<file path="src/core/bscr_pkg.sv">
package bscr_pkg;
    localparam int ADR_W = 8;
    localparam int DAT_W = 32;
    localparam int NSRC = 4;
    localparam int RST_W = 4;

    ////////////////////////////////////////////////////////////////////////
    // Register byte offsets
    localparam logic [7:0] OFS_LED1 = 8'h00;
    localparam logic [7:0] OFS_LED2 = 8'h04;
    localparam logic [7:0] OFS_IDPROM = 8'h08;
    localparam logic [7:0] OFS_ROTARY = 8'h0c;
    localparam logic [7:0] OFS_BOOT_SIZE = 8'h10;
    localparam logic [7:0] OFS_USER_SIZE = 8'h14;
    localparam logic [7:0] OFS_DISPLAY = 8'h18;
    localparam logic [7:0] OFS_VERSION = 8'h1c;
    localparam logic [7:0] OFS_MISC = 8'h20;
    localparam logic [7:0] OFS_SWITCH = 8'h24;
    localparam logic [7:0] OFS_RST_STAT = 8'h28;
    localparam logic [7:0] OFS_IRQ_EN = 8'h2c;
    localparam logic [7:0] OFS_IRQ_PEND = 8'h30;

    ////////////////////////////////////////////////////////////////////////
    // Field positions
    localparam int MISC_PWDN = 0;
    localparam int MISC_EJECT = 1;
    localparam int MISC_RST_CLR = 2;
    localparam int MISC_KICK = 3;
    localparam int SW_BOOT_WP = 0;
    localparam int SW_USER_WP = 1;
    localparam int SW_FRONT_AUTO = 2;
    localparam int SW_BP_DIS = 3;
    localparam int SRC_ENUM1 = 0;
    localparam int SRC_ENUM2 = 1;
    localparam int SRC_WDT = 2;
    localparam int SRC_TEMP = 3;
    localparam int PEND_WDO = 4;
    localparam int PEND_TEMP1 = 5;
    localparam int PEND_TEMP2 = 6;

    ////////////////////////////////////////////////////////////////////////
    // Reset values
    localparam logic [7:0] RST_BYTE = 8'h00;
    localparam logic [1:0] RST_SIZE = 2'h0;
    localparam logic [3:0] RST_EN = 4'h0;
    // Arbitrary neutral version code
    localparam logic [7:0] VERSION_CODE = 8'h01;

    typedef enum logic [1:0] {
        BUS_IDLE = 2'b01,
        BUS_ACK = 2'b10
    } bscr_bus_t;
endpackage

</file>
<file path="src/core/bscr_irq_if.sv">
interface bscr_irq_if;
    logic [bscr_pkg::NSRC-1:0] en;
    logic sw_wr;
    logic [1:0] sw_val;
    logic [bscr_pkg::NSRC-1:0] pend;
    logic irq;

    modport core (
        output en,
        output sw_wr,
        output sw_val,
        input pend,
        input irq
    );

    modport src (
        input en,
        input sw_wr,
        input sw_val,
        output pend,
        output irq
    );
endinterface

</file>
<file path="src/core/bscr_top.sv">
module bscr_top #(
    parameter logic [7:0] VERSION = bscr_pkg::VERSION_CODE
) (
    input wire logic CLK_SYS,
    input wire logic RESETN,
    input wire logic WB_CYC_I,
    input wire logic WB_STB_I,
    input wire logic WB_WE_I,
    input wire logic [bscr_pkg::ADR_W-1:0] WB_ADR_I,
    input wire logic [3:0] WB_SEL_I,
    input wire logic [bscr_pkg::DAT_W-1:0] WB_DAT_I,
    output logic [bscr_pkg::DAT_W-1:0] WB_DAT_O,
    output logic WB_ACK_O,
    input wire logic [7:0] ROTARY_POS,
    input wire logic BOOT_PROTECT_SWITCH,
    input wire logic USER_PROTECT_SWITCH,
    input wire logic FRONT_TERMINATION_SWITCH,
    input wire logic BACKPLANE_TERMINATION_SWITCH,
    input wire logic FRONT_CABLE_PRESENT,
    input wire logic [bscr_pkg::RST_W-1:0] RESET_CAUSE,
    input wire logic ENUM1_N,
    input wire logic ENUM2_N,
    input wire logic WATCHDOG_EXPIRY_OUTPUT_N,
    input wire logic TEMP1_ALARM_N,
    input wire logic TEMP2_ALARM_N,
    output logic [7:0] LED1_CTRL,
    output logic [7:0] LED2_CTRL,
    output logic [7:0] IDPROM_CTRL,
    output logic [1:0] BOOT_ROM_SIZE,
    output logic [1:0] USER_ROM_SIZE,
    output logic [7:0] SEG_DISPLAY,
    output logic MFIO_POWER_DOWN,
    output logic FLOPPY_EJECT,
    output logic WATCHDOG_KICK,
    output logic FRONT_TERM_EN,
    output logic IRQ
);
    bscr_pkg::bscr_bus_t bus_r;
    bscr_pkg::bscr_bus_t bus_nxt;
    logic req;
    logic wr_req;
    logic rd_req;
    logic lane0;
    logic [7:0] wbyte;
    logic [bscr_pkg::ADR_W-1:0] adr;
    logic [bscr_pkg::DAT_W-1:0] rdata_nxt;
    logic [bscr_pkg::DAT_W-1:0] rdata_r;
    logic ack_r;
    logic [7:0] led1_r;
    logic [7:0] led2_r;
    logic [7:0] idprom_r;
    logic [1:0] boot_size_r;
    logic [1:0] user_size_r;
    logic [7:0] display_r;
    logic [7:0] shadow_r;
    logic pwdn_r;
    logic eject_r;
    logic rst_clr_r;
    logic kick_r;
    logic term_en_r;
    logic [bscr_pkg::RST_W-1:0] rst_stat_r;
    logic [bscr_pkg::NSRC-1:0] irq_en_r;
    logic sw_wr_r;
    logic [1:0] sw_val_r;

    bscr_irq_if irq_bus ();

    ////////////////////////////////////////////////////////////////////////
    // Bus slave: one wait state, ack dropped the cycle after it is given
    assign req = WB_CYC_I & WB_STB_I & (bus_r == bscr_pkg::BUS_IDLE);
    assign wr_req = req & WB_WE_I;
    assign rd_req = req & ~WB_WE_I;
    // No register is wider than a byte, so only lane 0 carries write data
    assign lane0 = WB_SEL_I[0];
    assign wbyte = WB_DAT_I[7:0];
    assign adr = WB_ADR_I;

    always_comb begin
        bus_nxt = bus_r;
        case (bus_r)
            bscr_pkg::BUS_IDLE: begin
                if (req) begin
                    bus_nxt = bscr_pkg::BUS_ACK;
                end
            end
            bscr_pkg::BUS_ACK: begin
                bus_nxt = bscr_pkg::BUS_IDLE;
            end
            default: begin
                bus_nxt = bscr_pkg::BUS_IDLE;
            end
        endcase
    end

    always_ff @(posedge CLK_SYS) begin
        if (!RESETN) begin
            bus_r <= bscr_pkg::BUS_IDLE;
            ack_r <= 1'b0;
        end else begin
            bus_r <= bus_nxt;
            ack_r <= req;
        end
    end

    ////////////////////////////////////////////////////////////////////////
    // Plain byte registers and the two 2-bit ROM size registers
    always_ff @(posedge CLK_SYS) begin
        if (!RESETN) begin
            led1_r <= bscr_pkg::RST_BYTE;
            led2_r <= bscr_pkg::RST_BYTE;
            idprom_r <= bscr_pkg::RST_BYTE;
        end else if (wr_req && lane0) begin
            if (adr == bscr_pkg::OFS_LED1) begin
                led1_r <= wbyte;
            end else if (adr == bscr_pkg::OFS_LED2) begin
                led2_r <= wbyte;
            end else if (adr == bscr_pkg::OFS_IDPROM) begin
                idprom_r <= wbyte;
            end
        end
    end

    always_ff @(posedge CLK_SYS) begin
        if (!RESETN) begin
            boot_size_r <= bscr_pkg::RST_SIZE;
            user_size_r <= bscr_pkg::RST_SIZE;
        end else if (wr_req && lane0) begin
            if (adr == bscr_pkg::OFS_BOOT_SIZE) begin
                boot_size_r <= wbyte[1:0];
            end else if (adr == bscr_pkg::OFS_USER_SIZE) begin
                user_size_r <= wbyte[1:0];
            end
        end
    end

    ////////////////////////////////////////////////////////////////////////
    // Display drive and its shadow; only the shadow is ever read
    always_ff @(posedge CLK_SYS) begin
        if (!RESETN) begin
            display_r <= bscr_pkg::RST_BYTE;
            shadow_r <= bscr_pkg::RST_BYTE;
        end else if (wr_req && lane0 && adr == bscr_pkg::OFS_DISPLAY) begin
            display_r <= wbyte;
            shadow_r <= wbyte;
        end
    end

    ////////////////////////////////////////////////////////////////////////
    // Miscellaneous control bits
    always_ff @(posedge CLK_SYS) begin
        if (!RESETN) begin
            pwdn_r <= 1'b0;
            eject_r <= 1'b0;
            kick_r <= 1'b0;
        end else if (wr_req && lane0 && adr == bscr_pkg::OFS_MISC) begin
            pwdn_r <= wbyte[bscr_pkg::MISC_PWDN];
            // Eject is held as written; software must drop it again itself
            eject_r <= wbyte[bscr_pkg::MISC_EJECT];
            // The watchdog restarts on any change of this level
            kick_r <= wbyte[bscr_pkg::MISC_KICK];
        end
    end

    // Clear control lives one cycle only, so it always reads back false
    always_ff @(posedge CLK_SYS) begin
        if (!RESETN) begin
            rst_clr_r <= 1'b0;
        end else begin
            rst_clr_r <= wr_req & lane0 & (adr == bscr_pkg::OFS_MISC)
                & wbyte[bscr_pkg::MISC_RST_CLR];
        end
    end

    // Reset causes are sticky; a cause seen while clearing stays set
    always_ff @(posedge CLK_SYS) begin
        if (!RESETN) begin
            rst_stat_r <= '0;
        end else if (rst_clr_r) begin
            rst_stat_r <= RESET_CAUSE;
        end else begin
            rst_stat_r <= rst_stat_r | RESET_CAUSE;
        end
    end

    ////////////////////////////////////////////////////////////////////////
    // Front termination: automatic mode enables only with no cable present
    always_ff @(posedge CLK_SYS) begin
        if (!RESETN) begin
            term_en_r <= 1'b0;
        end else begin
            term_en_r <= FRONT_TERMINATION_SWITCH & ~FRONT_CABLE_PRESENT;
        end
    end

    ////////////////////////////////////////////////////////////////////////
    // Interrupt enables and software pending writes
    always_ff @(posedge CLK_SYS) begin
        if (!RESETN) begin
            irq_en_r <= bscr_pkg::RST_EN;
        end else if (wr_req && lane0 && adr == bscr_pkg::OFS_IRQ_EN) begin
            irq_en_r <= wbyte[bscr_pkg::NSRC-1:0];
        end
    end

    always_ff @(posedge CLK_SYS) begin
        if (!RESETN) begin
            sw_wr_r <= 1'b0;
            sw_val_r <= 2'h0;
        end else begin
            sw_wr_r <= wr_req & lane0 & (adr == bscr_pkg::OFS_IRQ_PEND);
            sw_val_r <= {wbyte[bscr_pkg::SRC_ENUM2], wbyte[bscr_pkg::SRC_ENUM1]};
        end
    end

    assign irq_bus.en = irq_en_r;
    assign irq_bus.sw_wr = sw_wr_r;
    assign irq_bus.sw_val = sw_val_r;

    bscr_irq u_irq (
        .clk(CLK_SYS),
        .rst_n(RESETN),
        .enum1_n(ENUM1_N),
        .enum2_n(ENUM2_N),
        .wdo_n(WATCHDOG_EXPIRY_OUTPUT_N),
        .temp1_n(TEMP1_ALARM_N),
        .temp2_n(TEMP2_ALARM_N),
        .bus(irq_bus.src)
    );

    ////////////////////////////////////////////////////////////////////////
    // Read decode; unmapped addresses answer with zero
    always_comb begin
        rdata_nxt = '0;
        if (adr == bscr_pkg::OFS_LED1) begin
            rdata_nxt[7:0] = led1_r;
        end else if (adr == bscr_pkg::OFS_LED2) begin
            rdata_nxt[7:0] = led2_r;
        end else if (adr == bscr_pkg::OFS_IDPROM) begin
            rdata_nxt[7:0] = idprom_r;
        end else if (adr == bscr_pkg::OFS_ROTARY) begin
            rdata_nxt[7:0] = ROTARY_POS;
        end else if (adr == bscr_pkg::OFS_BOOT_SIZE) begin
            rdata_nxt[1:0] = boot_size_r;
        end else if (adr == bscr_pkg::OFS_USER_SIZE) begin
            rdata_nxt[1:0] = user_size_r;
        end else if (adr == bscr_pkg::OFS_DISPLAY) begin
            rdata_nxt[7:0] = shadow_r;
        end else if (adr == bscr_pkg::OFS_VERSION) begin
            rdata_nxt[7:0] = VERSION;
        end else if (adr == bscr_pkg::OFS_MISC) begin
            rdata_nxt[bscr_pkg::MISC_PWDN] = pwdn_r;
            rdata_nxt[bscr_pkg::MISC_EJECT] = eject_r;
            rdata_nxt[bscr_pkg::MISC_RST_CLR] = rst_clr_r;
            rdata_nxt[bscr_pkg::MISC_KICK] = kick_r;
        end else if (adr == bscr_pkg::OFS_SWITCH) begin
            rdata_nxt[bscr_pkg::SW_BOOT_WP] = BOOT_PROTECT_SWITCH;
            rdata_nxt[bscr_pkg::SW_USER_WP] = USER_PROTECT_SWITCH;
            rdata_nxt[bscr_pkg::SW_FRONT_AUTO] = FRONT_TERMINATION_SWITCH;
            rdata_nxt[bscr_pkg::SW_BP_DIS] = BACKPLANE_TERMINATION_SWITCH;
        end else if (adr == bscr_pkg::OFS_RST_STAT) begin
            rdata_nxt[bscr_pkg::RST_W-1:0] = rst_stat_r;
        end else if (adr == bscr_pkg::OFS_IRQ_EN) begin
            rdata_nxt[bscr_pkg::NSRC-1:0] = irq_en_r;
        end else if (adr == bscr_pkg::OFS_IRQ_PEND) begin
            rdata_nxt[bscr_pkg::NSRC-1:0] = irq_bus.pend;
            rdata_nxt[bscr_pkg::PEND_WDO] = WATCHDOG_EXPIRY_OUTPUT_N;
            rdata_nxt[bscr_pkg::PEND_TEMP1] = TEMP1_ALARM_N;
            rdata_nxt[bscr_pkg::PEND_TEMP2] = TEMP2_ALARM_N;
        end
    end

    // Data is held after the ack so a slow master still sees it
    always_ff @(posedge CLK_SYS) begin
        if (!RESETN) begin
            rdata_r <= '0;
        end else if (rd_req) begin
            rdata_r <= rdata_nxt;
        end
    end

    ////////////////////////////////////////////////////////////////////////
    // Outputs, all straight from flip-flops
    assign WB_DAT_O = rdata_r;
    assign WB_ACK_O = ack_r;
    assign LED1_CTRL = led1_r;
    assign LED2_CTRL = led2_r;
    assign IDPROM_CTRL = idprom_r;
    assign BOOT_ROM_SIZE = boot_size_r;
    assign USER_ROM_SIZE = user_size_r;
    assign SEG_DISPLAY = display_r;
    assign MFIO_POWER_DOWN = pwdn_r;
    assign FLOPPY_EJECT = eject_r;
    assign WATCHDOG_KICK = kick_r;
    assign FRONT_TERM_EN = term_en_r;
    assign IRQ = irq_bus.irq;
endmodule

</file>
<file path="src/core/bscr_irq.sv">
module bscr_irq (
    input wire logic clk,
    input wire logic rst_n,
    input wire logic enum1_n,
    input wire logic enum2_n,
    input wire logic wdo_n,
    input wire logic temp1_n,
    input wire logic temp2_n,
    bscr_irq_if.src bus
);
    logic [1:0] sw_pend_r;
    logic [bscr_pkg::NSRC-1:0] pend_r;
    logic irq_r;

    ////////////////////////////////////////////////////////////////////////
    // Software-set pending; the line itself is ORed in, so it is never lost
    always_ff @(posedge clk) begin
        if (!rst_n) begin
            sw_pend_r <= 2'h0;
        end else if (bus.sw_wr) begin
            sw_pend_r <= bus.sw_val;
        end
    end

    always_ff @(posedge clk) begin
        if (!rst_n) begin
            pend_r <= '0;
        end else begin
            pend_r[bscr_pkg::SRC_ENUM1] <= ~enum1_n | sw_pend_r[0];
            pend_r[bscr_pkg::SRC_ENUM2] <= ~enum2_n | sw_pend_r[1];
            pend_r[bscr_pkg::SRC_WDT] <= ~wdo_n;
            pend_r[bscr_pkg::SRC_TEMP] <= ~temp1_n | ~temp2_n;
        end
    end

    always_ff @(posedge clk) begin
        if (!rst_n) begin
            irq_r <= 1'b0;
        end else begin
            irq_r <= |(pend_r & bus.en);
        end
    end

    assign bus.pend = pend_r;
    assign bus.irq = irq_r;
endmodule

</file>
<file path="config.mk">
export PLATFORM = sky130hd
export DESIGN_NAME = bscr_top
export DESIGN_NICKNAME = d
export VERILOG_FILES = /design/src/core/bscr_pkg.sv /design/src/core/bscr_irq_if.sv /design/src/core/bscr_top.sv /design/src/core/bscr_irq.sv
export SDC_FILE = /design/constraint.sdc
export NUM_CORES = 1
export LEC_CHECK = 0
export BUFFER_PORTS_ARGS = -buffer_cell sky130_fd_sc_hd__buf_4
export CAP_MARGIN = 20
export CORE_MARGIN = 2
export CORE_UTILIZATION = 52
export DETAILED_ROUTE_END_ITERATION = 16
export PLACE_DENSITY = 0.93
export REMOVE_ABC_BUFFERS = 1
export SETUP_SLACK_MARGIN = 0.5
export SYNTH_ARGS = -nofsm -noshare
export SYNTH_HDL_FRONTEND = slang
export SYNTH_SLANG_ARGS = --single-unit
</file>
<file path="constraint.sdc">
create_clock -name CLK_SYS -period 4 [get_ports CLK_SYS]
set_input_delay 0.2 -clock CLK_SYS [delete_from_list [all_inputs] [get_ports CLK_SYS]]
set_output_delay 0.2 -clock CLK_SYS [all_outputs]
set_load 0.01 [all_outputs]
</file>
==> impl_metrics.json <==
{
  "synth_cell_types": 59,
  "peakVddDrop_mv": 0.3695,
  "synth_mux_area_frac": 0.1033,
  "yosysTopAreaCell": "dfxtp_1",
  "crit_slowest_cell": "nor2b_1",
  "rsz0062_at_grt": "no",
  "setup_viol": 0,
  "routed_wl_um": 10000,
  "ys_async_sr_fraction": 0,
  "clock_sinks": 70,
  "yosysSeqAreaShare": 0.3881,
  "antenna_cells": 0,
  "crit_top_cell": "nor2b_1",
  "synth_xor_area_frac": 0,
  "synth_edf_count": 0,
  "cts_tree": "yes",
  "yosysMostFrequentCell": "dfxtp_1",
  "min_period_ns": 1.904,
  "dr.pass1.iters": 7,
  "drive_gt1_frac": 0.2583,
  "arrival_ns": 2.19,
  "dr_total_vias": 3343,
  "fin_util": 0.6552,
  "slew_headroom": 0.5270,
  "die_h_um": 87.33,
  "fillers": 547,
  "startpoint": "bus_r[1]",
  "required_ns": 4.28,
  "core_um2": 6756,
  "grt_pass1_vias": 3152,
  "slew_violations": 0,
  "worst_skew_pair.late_latency_ns": 0.35,
  "synthTopCellsByCount": "dfxtp_1 (70), nor2b_1 (47), nand2_1 (37)",
  "gr-total-overflow": 0,
  "via_per_inst": 5.927,
  "final-hold-violation-count": 0,
  "drt-initial-drc-count": 345,
  "path_max_fanout": 8,
  "portBuffers": 93,
  "post_drt_wl_per_cell_um": 17.73,
  "hpwlAfterDp_um": 6979,
  "fin_setup_tns_ns": 0,
  "postSynthAreaPerCell_um2": 9.005,
  "ys_seq_elements": 70,
  "status": "completed",
  "worst_r2r_startpoint": "bus_r[1]",
  "synth-compound-area-share": 0.1895,
  "cts_hold_buf": 0,
  "cts-buffers-inserted": 9,
  "critical_path_class": "reg2reg",
  "cp-end-kind": "flip-flop",
  "wl_met3_um": 1168,
  "worst_slew_pin_slew_ns": 0.7080,
  "setup.worst_path.start_class": "flip-flop",
  "ys_warn_count": 0,
  "synth_fa_ha_area_frac": 0,
  "postRouteAntennaNets": 0,
  "max_stage_delay_ns": 0.60,
  "power_density_nw_per_um2": 335.2,
  "p_leak_nw": 1.887,
  "start_util": 0.5344,
  "synth-simple-area-share": 0.2242,
  "min_path_type": "in2reg",
  "fp.dieW_um": 87.33,
  "cts_setup_buffers": 0,
  "max-cap-violations": 0,
  "die-area_um2": 7627,
  "io_pins": 145,
  "cts_resized": 0,
  "synth-main-ff-cell": "dfxtp_1",
  "skew_ns": 0.008424,
  "power_mw": 1.484,
  "synth_top_family_by_area": "simple AND/OR/NAND/NOR gates",
  "gp_congestion": 0.9206,
  "clock_tree.buffer_depth": 2,
  "cp_cell_sequence": "and4b_1 -> nor2b_1 -> o21ai_0 -> a21oi_1 -> a32oi_1 -> nor2b_1",
  "grt_pass1_wl_um": 15320,
  "syn-cell-area_um2": 3611,
  "wl_met1_um": 3948,
  "grt_max_degree": 71,
  "route.detailed.drc": 0,
  "routed.top_layer": "met4",
  "core.rowCount": 30,
  "wl_met2_um": 4654,
  "max_clock_freq_mhz": 525.2,
  "grtUsageTotal": 0.2600,
  "area_delta_synth_final_pct": 22.59,
  "final_net_count": 550,
  "clk_pin_slew_ns": 0.07,
  "cts_root_buffer": "clkbuf_8",
  "min-delay-start": "WATCHDOG_EXPIRY_OUTPUT_N",
  "antenna_found_initial": 0,
  "syn_inst": 401,
  "synth_top_area_share": 0.3881,
  "fin_crit_sh": 0.4760,
  "htreeDepth": 3,
  "synthTopCellsByArea": "dfxtp_1 (39%), mux2i_1 (9.7%), nor2b_1 (8.1%), buf_4 (5.2%), nand2_1 (3.8%)"
}
==> area by class of cell <==
cell class | instances | area, um^2 | area share
Tap cell | 80 | 100.1 | 0.02261
Sequential cell | 70 | 1401 | 0.3166
Inverter | 11 | 41.29 | 0.009327
Clock inverter | 7 | 97.59 | 0.02205
Multi-Input combinational cell | 293 | 1957 | 0.4421
Timing Repair Buffer | 94 | 705.7 | 0.1594
Clock buffer | 9 | 123.9 | 0.02798
==> registers in the layout (all words and copies together) (netlist names), 4 cells and up <==
name / flops
WB_DAT_O: 8
shadow_r: 8
u_irq.bus.pend: 4
irq_bus.en: 4
rst_stat_r: 4
LED1_CTRL: 8
IDPROM_CTRL: 8
LED2_CTRL: 8
==> layout by cell type (no fill, tap or decap), drive strengths merged, types with 3 or more instances in the layout <==
cell	n
a21oi	11
o311ai	3
dfxtp	70
a31oi	3
clkinv	3
a22oi	3
nand2	39
and2	4
nand2b	4
a32oi	4
a21boi	18
nand3	8
buf	94
mux2i	35
a221oi	4
o22ai	6
o21a	4
clkbuf	9
nor2	12
o21ai	18
nor3	4
and3	7
conb	24
o2111ai	3
nor2b	47
a21o	3
inv	11
==> metal layers <==
| metal | track usage | vias up |
|---|---|---|
| met5 | 0 | - |
| met4 | 0.09650 | 0 |
| met2 | 0.4215 | 250 |
| met3 | 0.06256 | 27 |
| met1 | 0.3351 | 1541 |
| li1 | - | 1525 |
==> critical path: cells and delay by family (launching register included) <==
family	cells	cell delay, ns
and+or+nand+nor	3	1.05
AOI/OAI and AO/OA	3	0.49
DFF	1	0.30
==> logic make-up after synthesis <==
group                  after synthesis
muxes                               37
and+or+nand+nor                    137
DFF                                 70
AOI/OAI and AO/OA                   95
other                                1
buffers and inverters               61
==> path summary, 6_finish.rpt <==
| check | slack, ns | end | cells after the start |
|---|---|---|---|
| setup / recovery | 2.10 | WB_DAT_O[6] | 6 |
| hold / removal | 0.02 | u_irq.bus.pend[2] | 2 |
| setup reg to reg | 2.10 | WB_DAT_O[6] | 6 |
| hold reg to reg | 0.46 | WB_DAT_O[7] | 2 |
==> stage by stage <==
stage | setup WS [ns] | hold WS [ns] | instances | area, um^2
after floorplan | 2.337 | 0.2716 | 374 | 3400
after global placement | 2.027 | 0.3818 | 548 | 4205
after detailed placement | 2.001 | 0.3801 | 548 | 4205
after CTS | 2.123 | 0.007061 | 564 | 4427
after global routing | 1.963 | 0.005503 | 564 | 4427
final | 2.096 | 0.02037 | 564 | 4427
==> power breakdown <==
part | internal (mW) | leakage, nW | switching [mW]
combinational | 0.0589 | 1.21 | 0.0829
sequential | 0.705 | 0.567 | 0.00430
clock | 0.353 | 0.106 | 0.280
total | 1.12 | 1.89 | 0.367
Note: power is estimated with default switching activity, not from simulation.
